===== config.mk =====
export PLATFORM = sky130hd
export DESIGN_NAME = direct_memory_access_controller
export DESIGN_NICKNAME = d
export VERILOG_FILES = /design/src/dma_pkg.sv /design/src/dma_arbiter.sv /design/src/dma_irq.sv /design/src/direct_memory_access_controller.sv
export VERILOG_INCLUDE_DIRS = /design/src /design/src/src
export SDC_FILE = /design/constraint.sdc
export NUM_CORES = 1
export LEC_CHECK = 0
export ABC_AREA = 1
export BUFFER_PORTS_ARGS = -buffer_cell sky130_fd_sc_hd__buf_4
export CAP_MARGIN = 20
export CORE_AREA = 2 2 317 319
export CTS_CLUSTER_SIZE = 40
export DETAILED_ROUTE_END_ITERATION = 8
export DIE_AREA = 0 0 319 321
export PLACE_DENSITY = 0.39
export REMOVE_ABC_BUFFERS = 1
export SLEW_MARGIN = 10
export SYNTH_ARGS = -nofsm -noshare
export SYNTH_HDL_FRONTEND = slang
export SYNTH_SLANG_ARGS = --single-unit

===== constraint.sdc =====
create_clock -name hclk -period 3.57 [get_ports hclk]
set_clock_uncertainty 0.15 [all_clocks]
set_input_delay 0.357 -clock hclk [delete_from_list [all_inputs] [get_ports hclk]]
set_output_delay 0.357 -clock hclk [all_outputs]
set_load 0.01 [all_outputs]

===== src/dma_defines.svh =====
// Offsets, field positions and reset values of the DMA controller.
// Assumes a 32-bit slave port, word-aligned registers.
`ifndef DMA_DEFINES_SVH
`define DMA_DEFINES_SVH

// Per-channel registers; channel 1 is one stride up
`define DMA_CH_STRIDE 8'h20
`define DMA_OFS_CTRL 8'h00
`define DMA_OFS_SRC 8'h04
`define DMA_OFS_DST 8'h08
`define DMA_OFS_CNT 8'h0C
`define DMA_OFS_STAT 8'h10

// Global registers
`define DMA_OFS_PRIO 8'h40
`define DMA_OFS_IRQ_STAT 8'h44
`define DMA_OFS_IRQ_CLR 8'h48
`define DMA_OFS_IRQ_EN 8'h4C

// Control register fields
`define DMA_CTRL_EN 0
`define DMA_CTRL_BURST 1
`define DMA_CTRL_EXT 2
`define DMA_CTRL_SIZE_LO 3
`define DMA_CTRL_SIZE_HI 4
`define DMA_CTRL_SINC 5
`define DMA_CTRL_DINC 6
`define DMA_CTRL_SWREQ 7

// Channel status register fields
`define DMA_STAT_BUSY 0
`define DMA_STAT_ERR 1
`define DMA_STAT_REM_LO 16

// Priority register field
`define DMA_PRIO_RR 0

// Interrupt bits: two per channel
`define DMA_IRQ_DONE 0
`define DMA_IRQ_ERR 1
`define DMA_IRQ_BITS 4

// Reset values
`define DMA_CTRL_RESET 8'h00
`define DMA_WORD_RESET 32'h0000_0000
`define DMA_CNT_RESET 16'h0000
`define DMA_IRQ_RESET 4'h0

// Size field codes
`define DMA_SIZE_BYTE 2'h0
`define DMA_SIZE_HALF 2'h1
`define DMA_SIZE_WORD 2'h2

`endif


===== src/dma_pkg.sv =====
// Types of the DMA controller.
// Assumes numbers live in dma_defines.svh.
package dma_pkg;

    typedef enum logic [1:0] {
        ST_IDLE = 2'b00,
        ST_REQ = 2'b01,
        ST_RD = 2'b10,
        ST_WR = 2'b11
    } eng_e;

    typedef struct packed {
        logic last;
    } arb_s;

    typedef struct packed {
        logic [3:0] status;
        logic [3:0] enable;
    } irq_s;

    typedef struct packed {
        logic [1:0][7:0] ctrl;
        logic [1:0][31:0] src;
        logic [1:0][31:0] dst;
        logic [1:0][31:0] cur_src;
        logic [1:0][31:0] cur_dst;
        logic [1:0][15:0] cnt;
        logic [1:0][15:0] rem;
        logic [1:0] go;
        logic [1:0] err;
        logic [1:0] wait_neg;
        logic [1:0] clr;
        logic [1:0] tc;
        logic rr;
        eng_e st;
        logic ch;
        logic fresh;
        logic bus_req;
        logic [31:0] data;
        logic [31:0] hrdata;
        logic wr_pend;
        logic [7:0] waddr;
    } dma_s;

endpackage


===== src/dma_arbiter.sv =====
// Two-channel arbiter, fixed or round-robin.
// Assumes accept pulses when the engine takes the grant.
`timescale 1ns/1ns

module dma_arbiter (
    // Clock and reset
    input wire logic hclk,
    input wire logic hresetn,
    // Requests and mode
    input wire logic [1:0] req,
    input wire logic rr,
    input wire logic accept,
    // Grant
    output logic gnt_valid,
    output logic gnt_idx
);
    dma_pkg::arb_s s_r;
    dma_pkg::arb_s s_nxt;

    always_comb begin
        gnt_valid = |req;
        if (req == 2'b11) begin
            gnt_idx = rr ? ~s_r.last : 1'b0;
        end else begin
            gnt_idx = ~req[0];
        end
        s_nxt = s_r;
        if (accept) begin
            s_nxt.last = gnt_idx;
        end
    end

    always_ff @(posedge hclk or negedge hresetn) begin
        if (!hresetn) begin
            s_r <= '0;
        end else begin
            s_r <= s_nxt;
        end
    end
endmodule


===== src/dma_irq.sv =====
// Sticky interrupt status, enable mask, write-one clear.
// Assumes one-cycle event pulses; a set beats a same-cycle clear.
`timescale 1ns/1ns
`include "dma_defines.svh"

module dma_irq (
    // Clock and reset
    input wire logic hclk,
    input wire logic hresetn,
    // Events and software access
    input wire logic [3:0] ev,
    input wire logic clr_we,
    input wire logic en_we,
    input wire logic [3:0] wdata,
    // State and interrupt lines
    output logic [3:0] status,
    output logic [3:0] enable,
    output logic irq_ch0,
    output logic irq_ch1
);
    dma_pkg::irq_s s_r;
    dma_pkg::irq_s s_nxt;

    always_comb begin
        s_nxt = s_r;
        if (clr_we) begin
            s_nxt.status = s_nxt.status & ~wdata;
        end
        s_nxt.status = s_nxt.status | ev;
        if (en_we) begin
            s_nxt.enable = wdata;
        end
    end

    always_ff @(posedge hclk or negedge hresetn) begin
        if (!hresetn) begin
            s_r <= {`DMA_IRQ_RESET, `DMA_IRQ_RESET};
        end else begin
            s_r <= s_nxt;
        end
    end

    assign status = s_r.status;
    assign enable = s_r.enable;
    assign irq_ch0 = |(s_r.status[1:0] & s_r.enable[1:0]);
    assign irq_ch1 = |(s_r.status[3:2] & s_r.enable[3:2]);
endmodule


===== src/direct_memory_access_controller.sv =====
// Two-channel DMA controller: register slave, arbiter, engine.
// Assumes a system bus that grants and answers with m_done/m_err.
//
// Operation
// - Two independent channels with own request pins, configuration and completion.
// - Any source and destination: memory or I/O, each address optionally fixed.
// - Fixed priority grants channel 0 before channel 1.
// - Round-robin drops the last granted channel to lowest priority.
// - Up to 65,536 transfers per block; count holds transfers minus one.
// - Transfer unit selectable as byte, half-word or word.
// - Cycle steal requests the bus per transfer and releases it between.
// - Burst holds the bus request until the whole block completes.
// - Software request bit starts the channel's block when external mode is off.
// - External mode starts transfers from the channel's own request pin.
// - Interrupt raised at block end and on transfer error.
// - Each channel has its own interrupt output.
// - Each channel interrupt maskable; status still recorded.
// - Cycle steal external: clear pulse each transfer, wait for request negation.
// - In burst the clear pulse comes only at the last transfer's start.
// - Last-transfer flag pulses when the block's final transfer starts.
`timescale 1ns/1ns
`include "dma_defines.svh"

module direct_memory_access_controller (
    // Clock and reset
    input wire logic hclk,
    input wire logic hresetn,
    // AHB-Lite slave
    input wire logic hsel,
    input wire logic [31:0] haddr,
    input wire logic [1:0] htrans,
    input wire logic hwrite,
    input wire logic [2:0] hsize,
    input wire logic [31:0] hwdata,
    input wire logic hready,
    output logic hreadyout,
    output logic hresp,
    output logic [31:0] hrdata,
    // System bus master
    output logic bus_req,
    input wire logic bus_gnt,
    output logic m_valid,
    output logic m_write,
    output logic [31:0] m_addr,
    output logic [1:0] m_size,
    output logic [31:0] m_wdata,
    input wire logic [31:0] m_rdata,
    input wire logic m_done,
    input wire logic m_err,
    // Device request pins
    input wire logic ch0_transfer_request_in,
    input wire logic ch1_transfer_request_in,
    output logic ch0_request_clear_out,
    output logic ch1_request_clear_out,
    output logic ch0_last_transfer_flag,
    output logic ch1_last_transfer_flag,
    // Interrupts
    output logic irq_ch0,
    output logic irq_ch1
);
    dma_pkg::dma_s s_r;
    dma_pkg::dma_s s_nxt;

    logic [1:0] drq;
    logic [1:0] chan_req;
    logic gnt_valid;
    logic gnt_idx;
    logic accept;
    logic [3:0] irq_ev;
    logic [3:0] irq_status;
    logic [3:0] irq_enable;
    logic irq_clr_we;
    logic irq_en_we;

    // Address step per unit
    function automatic logic [31:0] unit_step(input logic [1:0] size);
        unit_step = (size == `DMA_SIZE_WORD) ? 32'h0000_0004 :
                    (size == `DMA_SIZE_HALF) ? 32'h0000_0002 : 32'h0000_0001;
    endfunction

    // Channel of an offset
    function automatic logic chan_of(input logic [7:0] a);
        chan_of = a[5];
    endfunction

    // Offset within a channel window
    function automatic logic [7:0] ofs_of(input logic [7:0] a);
        ofs_of = {3'h0, a[4:0]};
    endfunction

    function automatic logic [31:0] read_reg(input dma_pkg::dma_s s, input logic [7:0] a,
                                             input logic [3:0] ist, input logic [3:0] ien);
        logic c;
        c = chan_of(a);
        read_reg = 32'h0000_0000;
        if (a < `DMA_OFS_PRIO) begin
            unique case (ofs_of(a))
                `DMA_OFS_CTRL: read_reg = {24'h00_0000, s.go[c], s.ctrl[c][6:0]};
                `DMA_OFS_SRC: read_reg = s.src[c];
                `DMA_OFS_DST: read_reg = s.dst[c];
                `DMA_OFS_CNT: read_reg = {16'h0000, s.cnt[c]};
                `DMA_OFS_STAT: read_reg = {s.rem[c], 14'h0000, s.err[c], s.go[c]};
                default: read_reg = 32'h0000_0000;
            endcase
        end else begin
            unique case (a)
                `DMA_OFS_PRIO: read_reg = {31'h0000_0000, s.rr};
                `DMA_OFS_IRQ_STAT: read_reg = {28'h000_0000, ist};
                `DMA_OFS_IRQ_EN: read_reg = {28'h000_0000, ien};
                default: read_reg = 32'h0000_0000;
            endcase
        end
    endfunction

    assign drq = {ch1_transfer_request_in, ch0_transfer_request_in};

    // Armed, started and error-free channels compete
    always_comb begin
        for (int i = 0; i < 2; i++) begin
            chan_req[i] = s_r.ctrl[i][`DMA_CTRL_EN] & s_r.go[i] & ~s_r.err[i];
        end
    end

    assign accept = (s_r.st == dma_pkg::ST_IDLE) && gnt_valid;

    dma_arbiter u_arb (
        .hclk(hclk),
        .hresetn(hresetn),
        .req(chan_req),
        .rr(s_r.rr),
        .accept(accept),
        .gnt_valid(gnt_valid),
        .gnt_idx(gnt_idx)
    );

    always_comb begin
        logic c;
        logic [7:0] wa;
        logic [1:0] sz;
        c = s_r.ch;
        wa = s_r.waddr;
        sz = s_r.ctrl[c][`DMA_CTRL_SIZE_HI:`DMA_CTRL_SIZE_LO];
        s_nxt = s_r;
        irq_ev = 4'h0;
        s_nxt.clr = 2'b00;
        s_nxt.tc = 2'b00;

        // Register slave: write lands in its data phase
        s_nxt.wr_pend = hsel && htrans[1] && hready && hwrite;
        s_nxt.waddr = haddr[7:0];
        if (hsel && htrans[1] && hready && !hwrite) begin
            s_nxt.hrdata = read_reg(s_r, haddr[7:0], irq_status, irq_enable);
        end
        if (s_r.wr_pend && wa < `DMA_OFS_PRIO) begin
            unique case (ofs_of(wa))
                `DMA_OFS_CTRL: begin
                    s_nxt.ctrl[chan_of(wa)] = {1'b0, hwdata[6:0]};
                    if (hwdata[`DMA_CTRL_EN]) begin
                        s_nxt.rem[chan_of(wa)] = s_r.cnt[chan_of(wa)];
                        s_nxt.cur_src[chan_of(wa)] = s_r.src[chan_of(wa)];
                        s_nxt.cur_dst[chan_of(wa)] = s_r.dst[chan_of(wa)];
                        s_nxt.wait_neg[chan_of(wa)] = 1'b0;
                        if (!hwdata[`DMA_CTRL_EXT] && hwdata[`DMA_CTRL_SWREQ]) begin
                            s_nxt.go[chan_of(wa)] = 1'b1;
                        end
                    end else begin
                        s_nxt.go[chan_of(wa)] = 1'b0;
                    end
                end
                `DMA_OFS_SRC: s_nxt.src[chan_of(wa)] = hwdata;
                `DMA_OFS_DST: s_nxt.dst[chan_of(wa)] = hwdata;
                `DMA_OFS_CNT: s_nxt.cnt[chan_of(wa)] = hwdata[15:0];
                `DMA_OFS_STAT: begin
                    if (hwdata[`DMA_STAT_ERR]) begin
                        s_nxt.err[chan_of(wa)] = 1'b0;
                    end
                end
                default: ;
            endcase
        end
        if (s_r.wr_pend && wa == `DMA_OFS_PRIO) begin
            s_nxt.rr = hwdata[`DMA_PRIO_RR];
        end

        // Pins restart a channel after negation
        for (int i = 0; i < 2; i++) begin
            if (!drq[i]) begin
                s_nxt.wait_neg[i] = 1'b0;
            end
            if (s_r.ctrl[i][`DMA_CTRL_EN] && s_r.ctrl[i][`DMA_CTRL_EXT] && !s_r.go[i] &&
                drq[i] && !s_r.wait_neg[i] && !s_r.err[i] &&
                !(s_r.st != dma_pkg::ST_IDLE && s_r.ch == 1'(i))) begin
                s_nxt.go[i] = 1'b1;
            end
        end

        // Transfer engine
        unique case (s_r.st)
            dma_pkg::ST_IDLE: begin
                s_nxt.bus_req = 1'b0;
                if (gnt_valid) begin
                    s_nxt.ch = gnt_idx;
                    s_nxt.bus_req = 1'b1;
                    s_nxt.st = dma_pkg::ST_REQ;
                end
            end
            dma_pkg::ST_REQ: begin
                if (bus_gnt) begin
                    s_nxt.st = dma_pkg::ST_RD;
                    s_nxt.fresh = 1'b1;
                end
            end
            dma_pkg::ST_RD: begin
                if (s_r.fresh) begin
                    s_nxt.fresh = 1'b0;
                    if (s_r.rem[c] == 16'h0000) begin
                        s_nxt.tc[c] = 1'b1;
                    end
                    if (s_r.ctrl[c][`DMA_CTRL_EXT]) begin
                        if (!s_r.ctrl[c][`DMA_CTRL_BURST]) begin
                            s_nxt.clr[c] = 1'b1;
                            s_nxt.wait_neg[c] = 1'b1;
                        end else if (s_r.rem[c] == 16'h0000) begin
                            s_nxt.clr[c] = 1'b1;
                        end
                    end
                end
                if (m_done) begin
                    if (m_err) begin
                        s_nxt.err[c] = 1'b1;
                        s_nxt.go[c] = 1'b0;
                        s_nxt.bus_req = 1'b0;
                        irq_ev[{c, 1'b1}] = 1'b1;
                        s_nxt.st = dma_pkg::ST_IDLE;
                    end else begin
                        s_nxt.data = m_rdata;
                        s_nxt.st = dma_pkg::ST_WR;
                    end
                end
            end
            dma_pkg::ST_WR: begin
                if (m_done) begin
                    if (m_err) begin
                        s_nxt.err[c] = 1'b1;
                        s_nxt.go[c] = 1'b0;
                        s_nxt.bus_req = 1'b0;
                        irq_ev[{c, 1'b1}] = 1'b1;
                        s_nxt.st = dma_pkg::ST_IDLE;
                    end else begin
                        if (s_r.ctrl[c][`DMA_CTRL_SINC]) begin
                            s_nxt.cur_src[c] = s_r.cur_src[c] + unit_step(sz);
                        end
                        if (s_r.ctrl[c][`DMA_CTRL_DINC]) begin
                            s_nxt.cur_dst[c] = s_r.cur_dst[c] + unit_step(sz);
                        end
                        if (s_r.rem[c] == 16'h0000) begin
                            s_nxt.go[c] = 1'b0;
                            s_nxt.ctrl[c][`DMA_CTRL_EN] = 1'b0;
                            irq_ev[{c, 1'b0}] = 1'b1;
                            s_nxt.bus_req = 1'b0;
                            s_nxt.st = dma_pkg::ST_IDLE;
                        end else begin
                            s_nxt.rem[c] = s_r.rem[c] - 16'h0001;
                            if (s_r.ctrl[c][`DMA_CTRL_BURST]) begin
                                s_nxt.st = dma_pkg::ST_RD;
                                s_nxt.fresh = 1'b1;
                            end else begin
                                s_nxt.bus_req = 1'b0;
                                s_nxt.st = dma_pkg::ST_IDLE;
                                if (s_r.ctrl[c][`DMA_CTRL_EXT]) begin
                                    s_nxt.go[c] = 1'b0;
                                end
                            end
                        end
                    end
                end
            end
        endcase
    end

    assign irq_clr_we = s_r.wr_pend && s_r.waddr == `DMA_OFS_IRQ_CLR;
    assign irq_en_we = s_r.wr_pend && s_r.waddr == `DMA_OFS_IRQ_EN;

    dma_irq u_irq (
        .hclk(hclk),
        .hresetn(hresetn),
        .ev(irq_ev),
        .clr_we(irq_clr_we),
        .en_we(irq_en_we),
        .wdata(hwdata[3:0]),
        .status(irq_status),
        .enable(irq_enable),
        .irq_ch0(irq_ch0),
        .irq_ch1(irq_ch1)
    );

    always_ff @(posedge hclk or negedge hresetn) begin
        if (!hresetn) begin
            s_r <= '0;
        end else begin
            s_r <= s_nxt;
        end
    end

    // Zero-wait slave, always OKAY
    assign hreadyout = 1'b1;
    assign hresp = 1'b0;
    assign hrdata = s_r.hrdata;

    assign bus_req = s_r.bus_req;
    assign m_valid = (s_r.st == dma_pkg::ST_RD) || (s_r.st == dma_pkg::ST_WR);
    assign m_write = (s_r.st == dma_pkg::ST_WR);
    assign m_addr = m_write ? s_r.cur_dst[s_r.ch] : s_r.cur_src[s_r.ch];
    assign m_size = s_r.ctrl[s_r.ch][`DMA_CTRL_SIZE_HI:`DMA_CTRL_SIZE_LO];
    assign m_wdata = s_r.data;

    assign ch0_request_clear_out = s_r.clr[0];
    assign ch1_request_clear_out = s_r.clr[1];
    assign ch0_last_transfer_flag = s_r.tc[0];
    assign ch1_last_transfer_flag = s_r.tc[1];
endmodule


Word level (Yosys, flattened, before mapping)

Cells that the tools add are included.

RAM bits: 0
Input bits: 111
Output and inout bits: 109
Bits in read-only memories: 0
Memories: 0
Register bits after elaboration: 434
Bits in latches: 0

Reduce and logical (&&, ||, !) cells: 57
Magnitude comparators: 11
Shifts and indexed selects: 0
Bitwise logic cells: 26
Muxes and demuxes: 142
Multiply operators: 0
Divide/modulo/power cells: 0
Equal/unequal tests: 29
$add $sub $neg: 3

Operator list:

| operator           | count |
|---|---|
| $mux 32            | 22 |
| $mux 128           | 5 |
| $bwmux 64          | 6 |
| $mux 342           | 1 |
| $mux 64            | 4 |
| $mux 16            | 15 |
| $pmux 32 s5        | 1 |
| $bwmux 32          | 3 |
| $demux 32 s1       | 2 |
| $eq 8x7->1 const B | 6 |
| $mux 2             | 23 |
| $mux 36            | 1 |
| $mux 34            | 1 |
| $mux 33            | 1 |
| $add 32x3->32      | 1 |
| $add 32x32->32     | 1 |
| $demux 16 s1       | 2 |
| $mux 4             | 8 |
| $logic_and 1x1->1  | 28 |
| $mux 7             | 4 |
| $mux 1             | 24 |
| $eq 5x4->1 const B | 4 |
| $and 16x16->16     | 1 |
| $bwmux 16          | 1 |
| other kinds (44)   | 103 |

Depth between registers and ports, before layout

Gate-level depths: netlist of run 1.

Depth in word-level cells: 17
Mapped depth: 25
Gate-level depth less buffers: 21

By module

From an unflattened synthesis of run 1, not the netlist that was laid out.

Cells, all modules: 3257
Area total of the unflattened synthesis: 24445.9 µm²

Modules (own cells, without submodules):

| module                          | sequential area each (µm²) | area each (µm²) | instances | cells each |
|---|---|---|---|---|
| direct_memory_access_controller | 10585.2                    | 24053.1         | 1         | 3207 |
| dma_irq                         | 200.2                      | 332.8           | 1         | 42 |
| dma_arbiter                     | 25.0                       | 60.1            | 1         | 8 |

Least setup slack after synthesis of run 1

OpenSTA, ideal clock, no wires.

Path kind: reg-to-reg
From: register s_r[75] (netlist name)
To: register s_r[177] (netlist name)
Path buffers: 6
Path slack: 142 ps
Data required time: 3303 ps
Data arrival time: 3161 ps
Cell stages (with the launch flop): 23
Clock period less this slack: 3428 ps
Cell sequence: dfrtp_1 -> buf_6 -> buf_12 -> buf_6 -> buf_6 -> buf_2 -> buf_2 -> o21ai_0 -> inv_1 -> ha_1 -> ha_1 -> ha_1 -> inv_1 -> nand2_1 -> nand2_1 -> nand2_1 -> nand2_1 -> nor2_4 -> nand2_1 -> nand2_1 -> nand2_1 -> o21ai_1 -> inv_1

RTL lines:

| element                | line                                   | text |
|---|---|---|
| start, declared        | direct_memory_access_controller.sv:61  | `dma_pkg::dma_s s_r;` |
| start signal, assigned | direct_memory_access_controller.sv:301 | `s_r <= s_nxt;` |

Worst setup path after layout of run 1

From: register s_r[75] (netlist name)
To: output port m_addr[29]

Cells in the longest elaborated chain, start to end: 3
Elaborated cells on any way between the ends: 5

RTL lines:

| element                                     | line                                   | text |
|---|---|---|
| $mux 32 (implied by the code) (2 in series) | direct_memory_access_controller.sv:313 | `assign m_addr = m_write ? s_r.cur_dst[s_r.ch] : s_r.cur_src[s_r.ch];` |
| $mux 32 (*)                                 | direct_memory_access_controller.sv:313 |  |
| end, declared                               | direct_memory_access_controller.sv:44  | `output logic [31:0] m_addr,` |

Mark *: on every way between the ends. The rest lies on a longest branch, timed or not. The select of a mux whose other input is x is not followed.

==> results.sh, run 1 <==
export IMPL_status="finished, final reports clean"
export IMPL_dpl_hpwl_um=70200
export IMPL_worst_slack_ns=0.203
export IMPL_final_hold_violation_count=0
export IMPL_die_w_um=319
export IMPL_dominantRegCellSynth="dfrtp_1"
export IMPL_power_leakage_nw=15.0
export IMPL_power_density_mw_per_mm2=705
export IMPL_post_drt_wl_per_cell_um=20.3
export IMPL_area_growth_pct=22.9
export IMPL_synth_seq_cells=431
export IMPL_dp_cells=4674
export IMPL_cts_tree="built"
export IMPL_antenna_found_initial=3
export IMPL_final_antenna_net_count=0
export IMPL_critical_path_class="reg2out"
export IMPL_nets=3638
export IMPL_met1_usage=0.260
export IMPL_crit_path_start_kind="flop"
export IMPL_dieArea_mm2=0.102
export IMPL_r2r_cells=17
export IMPL_rows=116
export IMPL_ioPinCount=220
export IMPL_core_mm2=0.0993
export IMPL_max_freq_mhz=297
export IMPL_setup_viol=0
export IMPL_drv_cap=0
export IMPL_grt_use_met2=0.319
export IMPL_hp_class="in2reg"
export IMPL_h_tree_depth=2
export IMPL_clock_sinks=431
export IMPL_synth_edf_count=0
export IMPL_grt_pass1_wl_um=146000
export IMPL_synth_cell_types=56
export IMPL_dpl_cell_area_mm2=0.0275
export IMPL_drv_slew=0
export IMPL_synth_area_top_cells="dfrtp_1 44%, nand2_1 16%, o21ai_0 8.2%, inv_1 5.6%, a21oi_1 2.6%"
export IMPL_ys_seq_area_frac=0.438
export IMPL_clock_path_buffers=3
export IMPL_crit_required_ns=3.06
export IMPL_rsz0062_at_grt="yes"
export IMPL_fin_cells=4860
export IMPL_vias_per_cell=4.54
export IMPL_clk_pin_slew_ns=0.06
export IMPL_period_needed_ns=3.37
export IMPL_final_core_util=0.305
export IMPL_design_area_mm2=0.0302
export IMPL_async_flop_share=1.00
export IMPL_grt_pass1_vias=21891
export IMPL_synth_top_cells_by_count="1026 x nand2_1, 431 x dfrtp_1, 401 x o21ai_0"
export IMPL_synth_most_common_cell="nand2_1"
export IMPL_groute_usage_overall=0.191
export IMPL_antennaDiodeCount=0
export IMPL_initial_core_util=0.248
export IMPL_synth_area_mm2=0.0246
export IMPL_cts_buffers=55
export IMPL_clk_latency_ns=0.63
export IMPL_min_path_cells=6
export IMPL_synth_top_area_cell="dfrtp_1"
export IMPL_cts_root_buf="clkbuf_16"
export IMPL_finalCritPeriodShare=0.943
export IMPL_syn_area_per_cell_um2=7.49
export IMPL_port_buffers=189
export IMPL_drt_initial_drc_count=1622
export IMPL_grtUsageMet3=0.0294
export IMPL_drive_gt1_frac=0.162
export IMPL_die_h_um=321
export IMPL_routed_wl_um=98600
export IMPL_worstPathArrival_ns=2.86
export IMPL_irDropWorstVdd_uv=431
export IMPL_fin_total_pwr_mw=21.3
export IMPL_via_count=22044
export IMPL_path_max_fanout=91
export IMPL_syn_inst=3287
export IMPL_grt_max_degree=92
export IMPL_drc=0
export IMPL_grt_busiest_layer="met2"
export IMPL_ys_warn_count=0
export IMPL_gp_congestion=0.887
export IMPL_gr_total_overflow=0
export IMPL_setup_worst_path_end_class="primary output"
export IMPL_max_slew_margin=0.199
export IMPL_first_pass_iters=5
export IMPL_synth_top_area_share=0.438
export IMPL_tightest_slew_ns=1.19
export IMPL_dp_slack_ns=0.260
-- report_power, final --
| group | total, mW | switching (mW) | internal, mW |
|---|---|---|---|
| Clock | 5.78 | 2.34 | 3.45 |
| Sequential | 6.41 | 0.520 | 5.89 |
| Combinational | 9.12 | 5.84 | 3.28 |
-- worst max-delay path, stage by stage, from the launching register on --
cell,delay (ns)
dfrtp_4,0.46
buf_4,0.19
buf_12,0.33
o21ai_0,0.40
o21ai_0,0.44
buf_4,0.20
-- worst paths after layout --
path                                         from                     end  slack, ns
setup / recovery              s_r[75]$_DFFE_PN0P_              m_addr[29]       0.20
hold / removal                             m_done     bus_req$_DFFE_PN0P_       0.05
setup reg to reg              s_r[75]$_DFFE_PN0P_      s_r[197]$_DFF_PN0_       0.25
hold reg to reg            hrdata[19]$_DFFE_PN0P_  hrdata[19]$_DFFE_PN0P_       0.33
max in group asynchronous                 hresetn               async pin       2.14
min in group asynchronous                 hresetn  hrdata[21]$_DFFE_PN0P_       0.20
-- per-stage QoR --
step	TNS (ns)	hold WS [ns]
after CTS	0	0.0110
final	0	0.0550
after floorplan	-555.37	-0.0886
after global placement	0	0.317
after global routing	-0.000318	0.0683
after detailed placement	0	0.319
-- repair_timing --
action,4_1_cts,5_1_grt
setup endpoints to repair,0,8
resized for setup,0,3
buffers inserted,0,1
hold endpoints to repair,253,0
hold buffers,80,0
-- layout by cell type (no fill, tap or decap), types with 24 or more instances in the layout --
| master | count |
|---|---|
| a21oi_1 | 130 |
| buf_4 | 298 |
| clkbuf_16 | 56 |
| dfrtp_1 | 430 |
| dlygate4sd3_1 | 80 |
| inv_1 | 368 |
| mux2_2 | 32 |
| mux2i_1 | 37 |
| nand2_1 | 1024 |
| nand3_1 | 110 |
| nor2_1 | 137 |
| nor2_2 | 28 |
| o211ai_1 | 38 |
| o21ai_0 | 400 |
| o21ai_1 | 59 |
| o21ai_2 | 42 |
| xor2_1 | 24 |
-- layout make-up --
class	instances	area, um2
repair buffers	399	3420
clock buffers	89	1700
multi-input cells	2247	11100
fillers	10830	69000
inverters	383	1440
clock inverters	13	163
flip-flops and latches	431	10800
well taps	1298	1620
-- kinds of logic after synthesis --
family,after synthesis,share of synthesized area
adder cells (fa/ha/maj),10,0.00508
flip-flops,431,0.438
buffers and inverters,609,0.113
other,2,0.000305
AND/OR/NAND/NOR,1407,0.238
multiplexers,69,0.0297
AO/OA/AOI/OAI,726,0.164
XOR/XNOR,33,0.0117
-- per-layer routing --
| layer | vias to the layer above | part of all wire |
|---|---|---|
| met5 | - | 0 |
| met4 | 0 | 0.020 |
| met3 | 98 | 0.046 |
| met2 | 504 | 0.47 |
| met1 | 10500 | 0.46 |
| li1 | 10942 | - |
Note: power is estimated with default switching activity, not from simulation.
==> inputs of run 2 (changes only) <==
CORE_AREA = 2 2 215 217   (was 2 2 317 319)
DIE_AREA = 0 0 217 219   (was 0 0 319 321)
PLACE_DENSITY = 0.75   (was 0.39)
==> results.sh, run 2 (synthesized netlist as in run 1, its figures left out) <==
export IMPL_status="finished, final reports clean"
export IMPL_initial_core_util=0.546
export IMPL_h_tree_depth=2
export IMPL_final_cell_mix="1024 x nand2_1, 430 x dfrtp_1, 401 x o21ai_0, 368 x inv_1, 241 x buf_4"
export IMPL_cp_common_cell="nand2_1"
export IMPL_timing_critical_path_max_delay_family="simple AND/OR/NAND/NOR gates"
export IMPL_core_mm2=0.0451
export IMPL_regArea_mm2=0.0108
export IMPL_cts_setup_buffers=0
export IMPL_die_w_um=217
export IMPL_fin_total_pwr_mw=19.9
export IMPL_r2r_cells=18
export IMPL_grt_pass1_wl_um=127000
export IMPL_ioPinCount=220
export IMPL_post_drt_wl_per_cell_um=20.0
export IMPL_worstPathArrival_ns=3.66
export IMPL_cp_cell_sequence="inv_4 -> or2_2 -> o21ai_0 -> buf_4 -> inv_1 -> ha_1 -> ha_1 -> buf_4 -> nand3_1 -> nor2_1 -> nor2_2 -> nor2_1 -> buf_4 -> nand3_1 -> nand2_1 -> nand2_1 -> nand2_1 -> nand2_1"
export IMPL_path_max_fanout=5
export IMPL_die_h_um=219
export IMPL_crit_required_ns=3.90
export IMPL_dpl_hpwl_um=56100
export IMPL_port_buffers=189
export IMPL_n_fill_cell=3958
export IMPL_hp_start="m_done"
export IMPL_routed_wl_um=81300
export IMPL_grt_max_degree=103
export IMPL_hold_end="bus_req$_DFFE_PN0P_"
export IMPL_dieArea_mm2=0.0475
export IMPL_cp_startpoint="s_r[75]$_DFFE_PN0P_"
export IMPL_clk_latency_ns=0.60
export IMPL_rows=78
export IMPL_drive_gt1_frac=0.143
export IMPL_tightest_slew_ns=1.19
export IMPL_cts_root_buf="clkbuf_16"
export IMPL_critPathMaxStageDelay_ns=0.46
export IMPL_power_density_mw_per_mm2=699
export IMPL_worst_r2r_endpoint="s_r[182]$_DFF_PN0_"
export IMPL_nets=3563
export IMPL_fin_cells=4073
export IMPL_drt_initial_drc_count=2599
export IMPL_gr_total_overflow=0
export IMPL_timing_rr_start="s_r[75]$_DFFE_PN0P_"
export IMPL_max_freq_mhz=301
export IMPL_critical_path_class="reg2reg"
export IMPL_power_leakage_nw=14.5
export IMPL_gp_congestion=1.00
export IMPL_rrSetupSlack_ns=0.24
export IMPL_antennaDiodeCount=0
export IMPL_cts_buffers=48
export IMPL_drv_slew=0
export IMPL_worst_slack_ns=0.245
export IMPL_drv_cap=0
export IMPL_dp_slack_ns=0.266
export IMPL_layout_commonest_cell="nand2_1"
export IMPL_hp_class="in2reg"
export IMPL_clock_sinks=431
export IMPL_whs_ns=0.0674
export IMPL_finalCritPeriodShare=0.931
export IMPL_crit_path_start_kind="flop"
export IMPL_antenna_found_initial=3
export IMPL_via_count=23201
export IMPL_area_growth_pct=15.5
export IMPL_first_pass_iters=8
export IMPL_groute_usage_overall=0.346
export IMPL_setup_viol=0
export IMPL_clock_path_buffers=3
export IMPL_final_antenna_net_count=0
export IMPL_grt_pass1_vias=22622
export IMPL_drc=0
export IMPL_path_buf_inv=5
export IMPL_vias_per_cell=5.70
export IMPL_dp_cells=3913
export IMPL_rsz0062_at_grt="no"
export IMPL_final_core_util=0.631
export IMPL_min_path_cells=6
export IMPL_setup_worst_path_end_class="flop"
export IMPL_final_hold_violation_count=0
export IMPL_irDropWorstVdd_uv=512
export IMPL_cp_slowest_cell="dfrtp_4"
export IMPL_multi_input_area_mm2=0.0111
export IMPL_cts_tree="built"
export IMPL_clk_pin_slew_ns=0.06
export IMPL_max_slew_margin=0.199
export IMPL_period_needed_ns=3.33
run 2: cell type report:
type                    count  area share
clock buffers              66      0.0485
inverters                 383      0.0507
multi-input cells        2247       0.390
well taps                 600      0.0264
repair buffers            331      0.0987
clock inverters            15     0.00581
flip-flops and latches    431       0.379
run 2: routing by layer:
layer	up-vias	global-route usage	wire [um]
met1	10983	0.458	32400
met2	1216	0.559	37600
met3	220	0.0585	7640
li1	10778	-	-
met5	-	0	27
met4	4	0.160	3710
run 2: report_power, final:
group	internal, mW	leakage, nW	switching [mW]
clock	2.84	0.768	2.07
combinational	2.95	8.88	5.60
sequential	5.89	4.83	0.542
total	11.7	14.5	8.21
run 2: timing repair:
action	4_1_cts	5_1_grt
resized for setup	0	2
hold buffers	79	0
setup endpoints to repair	0	9
endpoints found under the hold margin	278	0
run 2: through the flow:
step / setup TNS (ns) / cell area [um2]
final: 0 / 28400
after global placement: 0 / 26100
after floorplan: -555.37 / 23300
after CTS: 0 / 28400
after detailed placement: 0 / 26100
after global routing: 0 / 28400
run 2: how the worst max path moves through the flow:
stage	slack, ns	depth (start not counted)	end
2_1_floorplan	-3.28	18	s_r[209]$_DFF_PN0_
3_3_place_gp	0.33	16	s_r[181]$_DFF_PN0_
3_5_place_dp	0.27	17	s_r[265]$_DFF_PN0_
4_1_cts	0.21	6	m_addr[6]
5_1_grt	0.02	20	s_r[201]$_DFF_PN0_
6_report	0.24	18	s_r[182]$_DFF_PN0_
run 2: worst reg2reg max path, stage by stage, from the launching register on:
cell,delay (ns)
dfrtp_4,0.46
inv_4,0.05
or2_2,0.26
o21ai_0,0.11
buf_4,0.17
inv_1,0.06
ha_1,0.32
ha_1,0.18
buf_4,0.13
nand3_1,0.08
nor2_1,0.23
nor2_2,0.14
nor2_1,0.29
buf_4,0.19
nand3_1,0.07
nand2_1,0.09
nand2_1,0.10
nand2_1,0.07
nand2_1,0.07
==> inputs of run 3 (changes only) <==
--- a/config.mk
+++ b/config.mk
@@ -17,3 +17,3 @@
 export REMOVE_ABC_BUFFERS = 1
-export SLEW_MARGIN = 10
+export SLEW_MARGIN = 15
 export SYNTH_ARGS = -nofsm -noshare
==> constraint.sdc (replaced) <==
create_clock -name hclk -period 3.57 [get_ports hclk]
set_clock_uncertainty 0.15 [all_clocks]
set_input_delay 0 -clock hclk [delete_from_list [all_inputs] [get_ports hclk]]
set_output_delay 0 -clock hclk [all_outputs]
set_load 0.01 [all_outputs]
==> results.sh, run 3 (synthesized netlist as in run 1, its figures left out) <==
export IMPL_status="finished, final reports clean"
export IMPL_max_freq_mhz=302
export IMPL_area_growth_pct=18.6
export IMPL_r2r_cells=15
export IMPL_post_drt_wl_per_cell_um=20.4
export IMPL_grt_use_met2=0.577
export IMPL_cp_cell_sequence="buf_12 -> nor2_4 -> nor2_1 -> inv_1 -> ha_1 -> nand3_1 -> nor2_2 -> inv_1 -> nor2_1 -> nand3b_1 -> nand4_1 -> nand3b_1 -> nand2_1 -> nand2_1 -> dlygate4sd3_1"
export IMPL_whs_ns=0.0225
export IMPL_cts_setup_buffers=0
export IMPL_drv_cap=0
export IMPL_port_buffers=189
export IMPL_final_hold_violation_count=0
export IMPL_cts_root_buf="clkbuf_16"
export IMPL_critPathMaxStageDelay_ns=0.55
export IMPL_grt_max_degree=106
export IMPL_routed_wl_um=84700
export IMPL_initial_core_util=0.546
export IMPL_dp_slack_ns=0.398
export IMPL_dpl_hpwl_um=55800
export IMPL_power_density_mw_per_mm2=710
export IMPL_h_tree_depth=2
export IMPL_irDropWorstVdd_uv=519
export IMPL_setup_viol=0
export IMPL_regArea_mm2=0.0108
export IMPL_final_antenna_net_count=0
export IMPL_crit_required_ns=3.92
export IMPL_clock_sinks=431
export IMPL_critical_path_class="reg2reg"
export IMPL_clk_pin_slew_ns=0.06
export IMPL_die_h_um=219
export IMPL_layout_commonest_cell="nand2_1"
export IMPL_drive_gt1_frac=0.143
export IMPL_drc=0
export IMPL_ioPinCount=220
export IMPL_clock_path_buffers=3
export IMPL_grt_pass1_vias=23349
export IMPL_timing_rr_start="s_r[75]$_DFFE_PN0P_"
export IMPL_clk_latency_ns=0.62
export IMPL_tightest_slew_ns=1.15
export IMPL_rrSetupSlack_ns=0.25
export IMPL_setup_worst_path_end_class="flop"
export IMPL_worst_r2r_endpoint="s_r[77]$_DFFE_PN0P_"
export IMPL_dpl_cell_area_mm2=0.0261
export IMPL_cp_slowest_cell="dlygate4sd3_1"
export IMPL_core_mm2=0.0451
export IMPL_crit_path_start_kind="flop"
export IMPL_cts_buffers=48
export IMPL_first_pass_iters=8
export IMPL_dieArea_mm2=0.0475
export IMPL_die_w_um=217
export IMPL_antennaDiodeCount=0
export IMPL_drt_initial_drc_count=2896
export IMPL_grtUsageMet3=0.0635
export IMPL_endpoint="s_r[77]$_DFFE_PN0P_"
export IMPL_via_count=23809
export IMPL_hp_class="in2reg"
export IMPL_grt_busiest_layer="met2"
export IMPL_worstPathArrival_ns=3.67
export IMPL_design_area_mm2=0.0292
export IMPL_n_fill_cell=3765
export IMPL_gr_total_overflow=0
export IMPL_rows=78
export IMPL_rsz0062_at_grt="no"
export IMPL_vias_per_cell=5.75
export IMPL_met1_usage=0.461
export IMPL_grt_pass1_wl_um=131000
export IMPL_antenna_found_initial=2
export IMPL_groute_usage_overall=0.357
export IMPL_max_slew_margin=0.233
export IMPL_cp_startpoint="s_r[75]$_DFFE_PN0P_"
export IMPL_gp_congestion=0.998
export IMPL_fin_total_pwr_mw=20.7
export IMPL_power_leakage_nw=14.8
export IMPL_cts_tree="built"
export IMPL_period_needed_ns=3.32
export IMPL_finalCritPeriodShare=0.929
export IMPL_drv_slew=0
export IMPL_final_cell_mix="1024 x nand2_1, 430 x dfrtp_1, 401 x o21ai_0, 368 x inv_1, 245 x buf_4"
export IMPL_nets=3623
export IMPL_multi_input_area_mm2=0.0111
export IMPL_worst_slack_ns=0.254
export IMPL_path_max_fanout=105
## run 3: what timing repair did
| action | in CTS | in global routing |
|---|---|---|
| hold buffers | 138 | 0 |
| setup endpoints to repair | 0 | 0 |
| hold endpoints to repair | 660 | 0 |
| gates resized for setup | 0 | 0 |
## run 3: worst max-delay path, delay by kind of cell, from the launching register on
kind | cells | cell delay [ns]
flip-flops | 1 | 0.52
AND/OR/NAND/NOR | 10 | 1.34
buffers and inverters | 4 | 0.89
adder cells (fa/ha/maj) | 1 | 0.17
## run 3: how the worst min path moves through the flow
stage                     from                endpoint  slack [ns]  cells past startpoint
finish              hwdata[14]                    flop        0.02                      4
global route        hwdata[14]                    flop        0.04                      4
CTS                  hwdata[2]                    flop        0.01                      4
detailed placement     hresetn  hrdata[21]$_DFFE_PN0P_       -0.08                      1
global placement       hresetn  hrdata[21]$_DFFE_PN0P_       -0.09                      1
floorplan              hresetn               async pin       -0.45                      0
## run 3: where the power goes
| group | internal, mW | total, mW | switching [mW] | leakage [nW] |
|---|---|---|---|---|
| registers | 5.89 | 6.46 | 0.575 | 4.83 |
| logic | 3.22 | 8.88 | 5.66 | 9.15 |
| clock network | 3.22 | 5.38 | 2.16 | 0.836 |
## run 3: stage by stage
step / cells / utilization / setup TNS [ns]
3_5_place_dp: 3914 / 0.578 / 0
3_3_place_gp: 3914 / 0.578 / 0
2_1_floorplan: 3061 / - / -543.23
5_1_grt: 4141 / 0.647 / 0
6_report: 4141 / 0.647 / 0
4_1_cts: 4141 / 0.647 / 0
## run 3: area by class of cell
| cell class | instances | area share |
|---|---|---|
| clock buffers | 67 | 0.0474 |
| inverters | 383 | 0.0494 |
| multi-input cells | 2247 | 0.380 |
| well taps | 600 | 0.0257 |
| clock inverters | 22 | 0.0113 |
| repair buffers | 391 | 0.116 |
| flip-flops and latches | 431 | 0.370 |
## run 3: layer usage
metal / up-vias / part of all wire
met2: 1313 / 0.46
met3: 280 / 0.088
met5: - / 0
li1: 10913 / -
met4: 0 / 0.053
met1: 11303 / 0.40
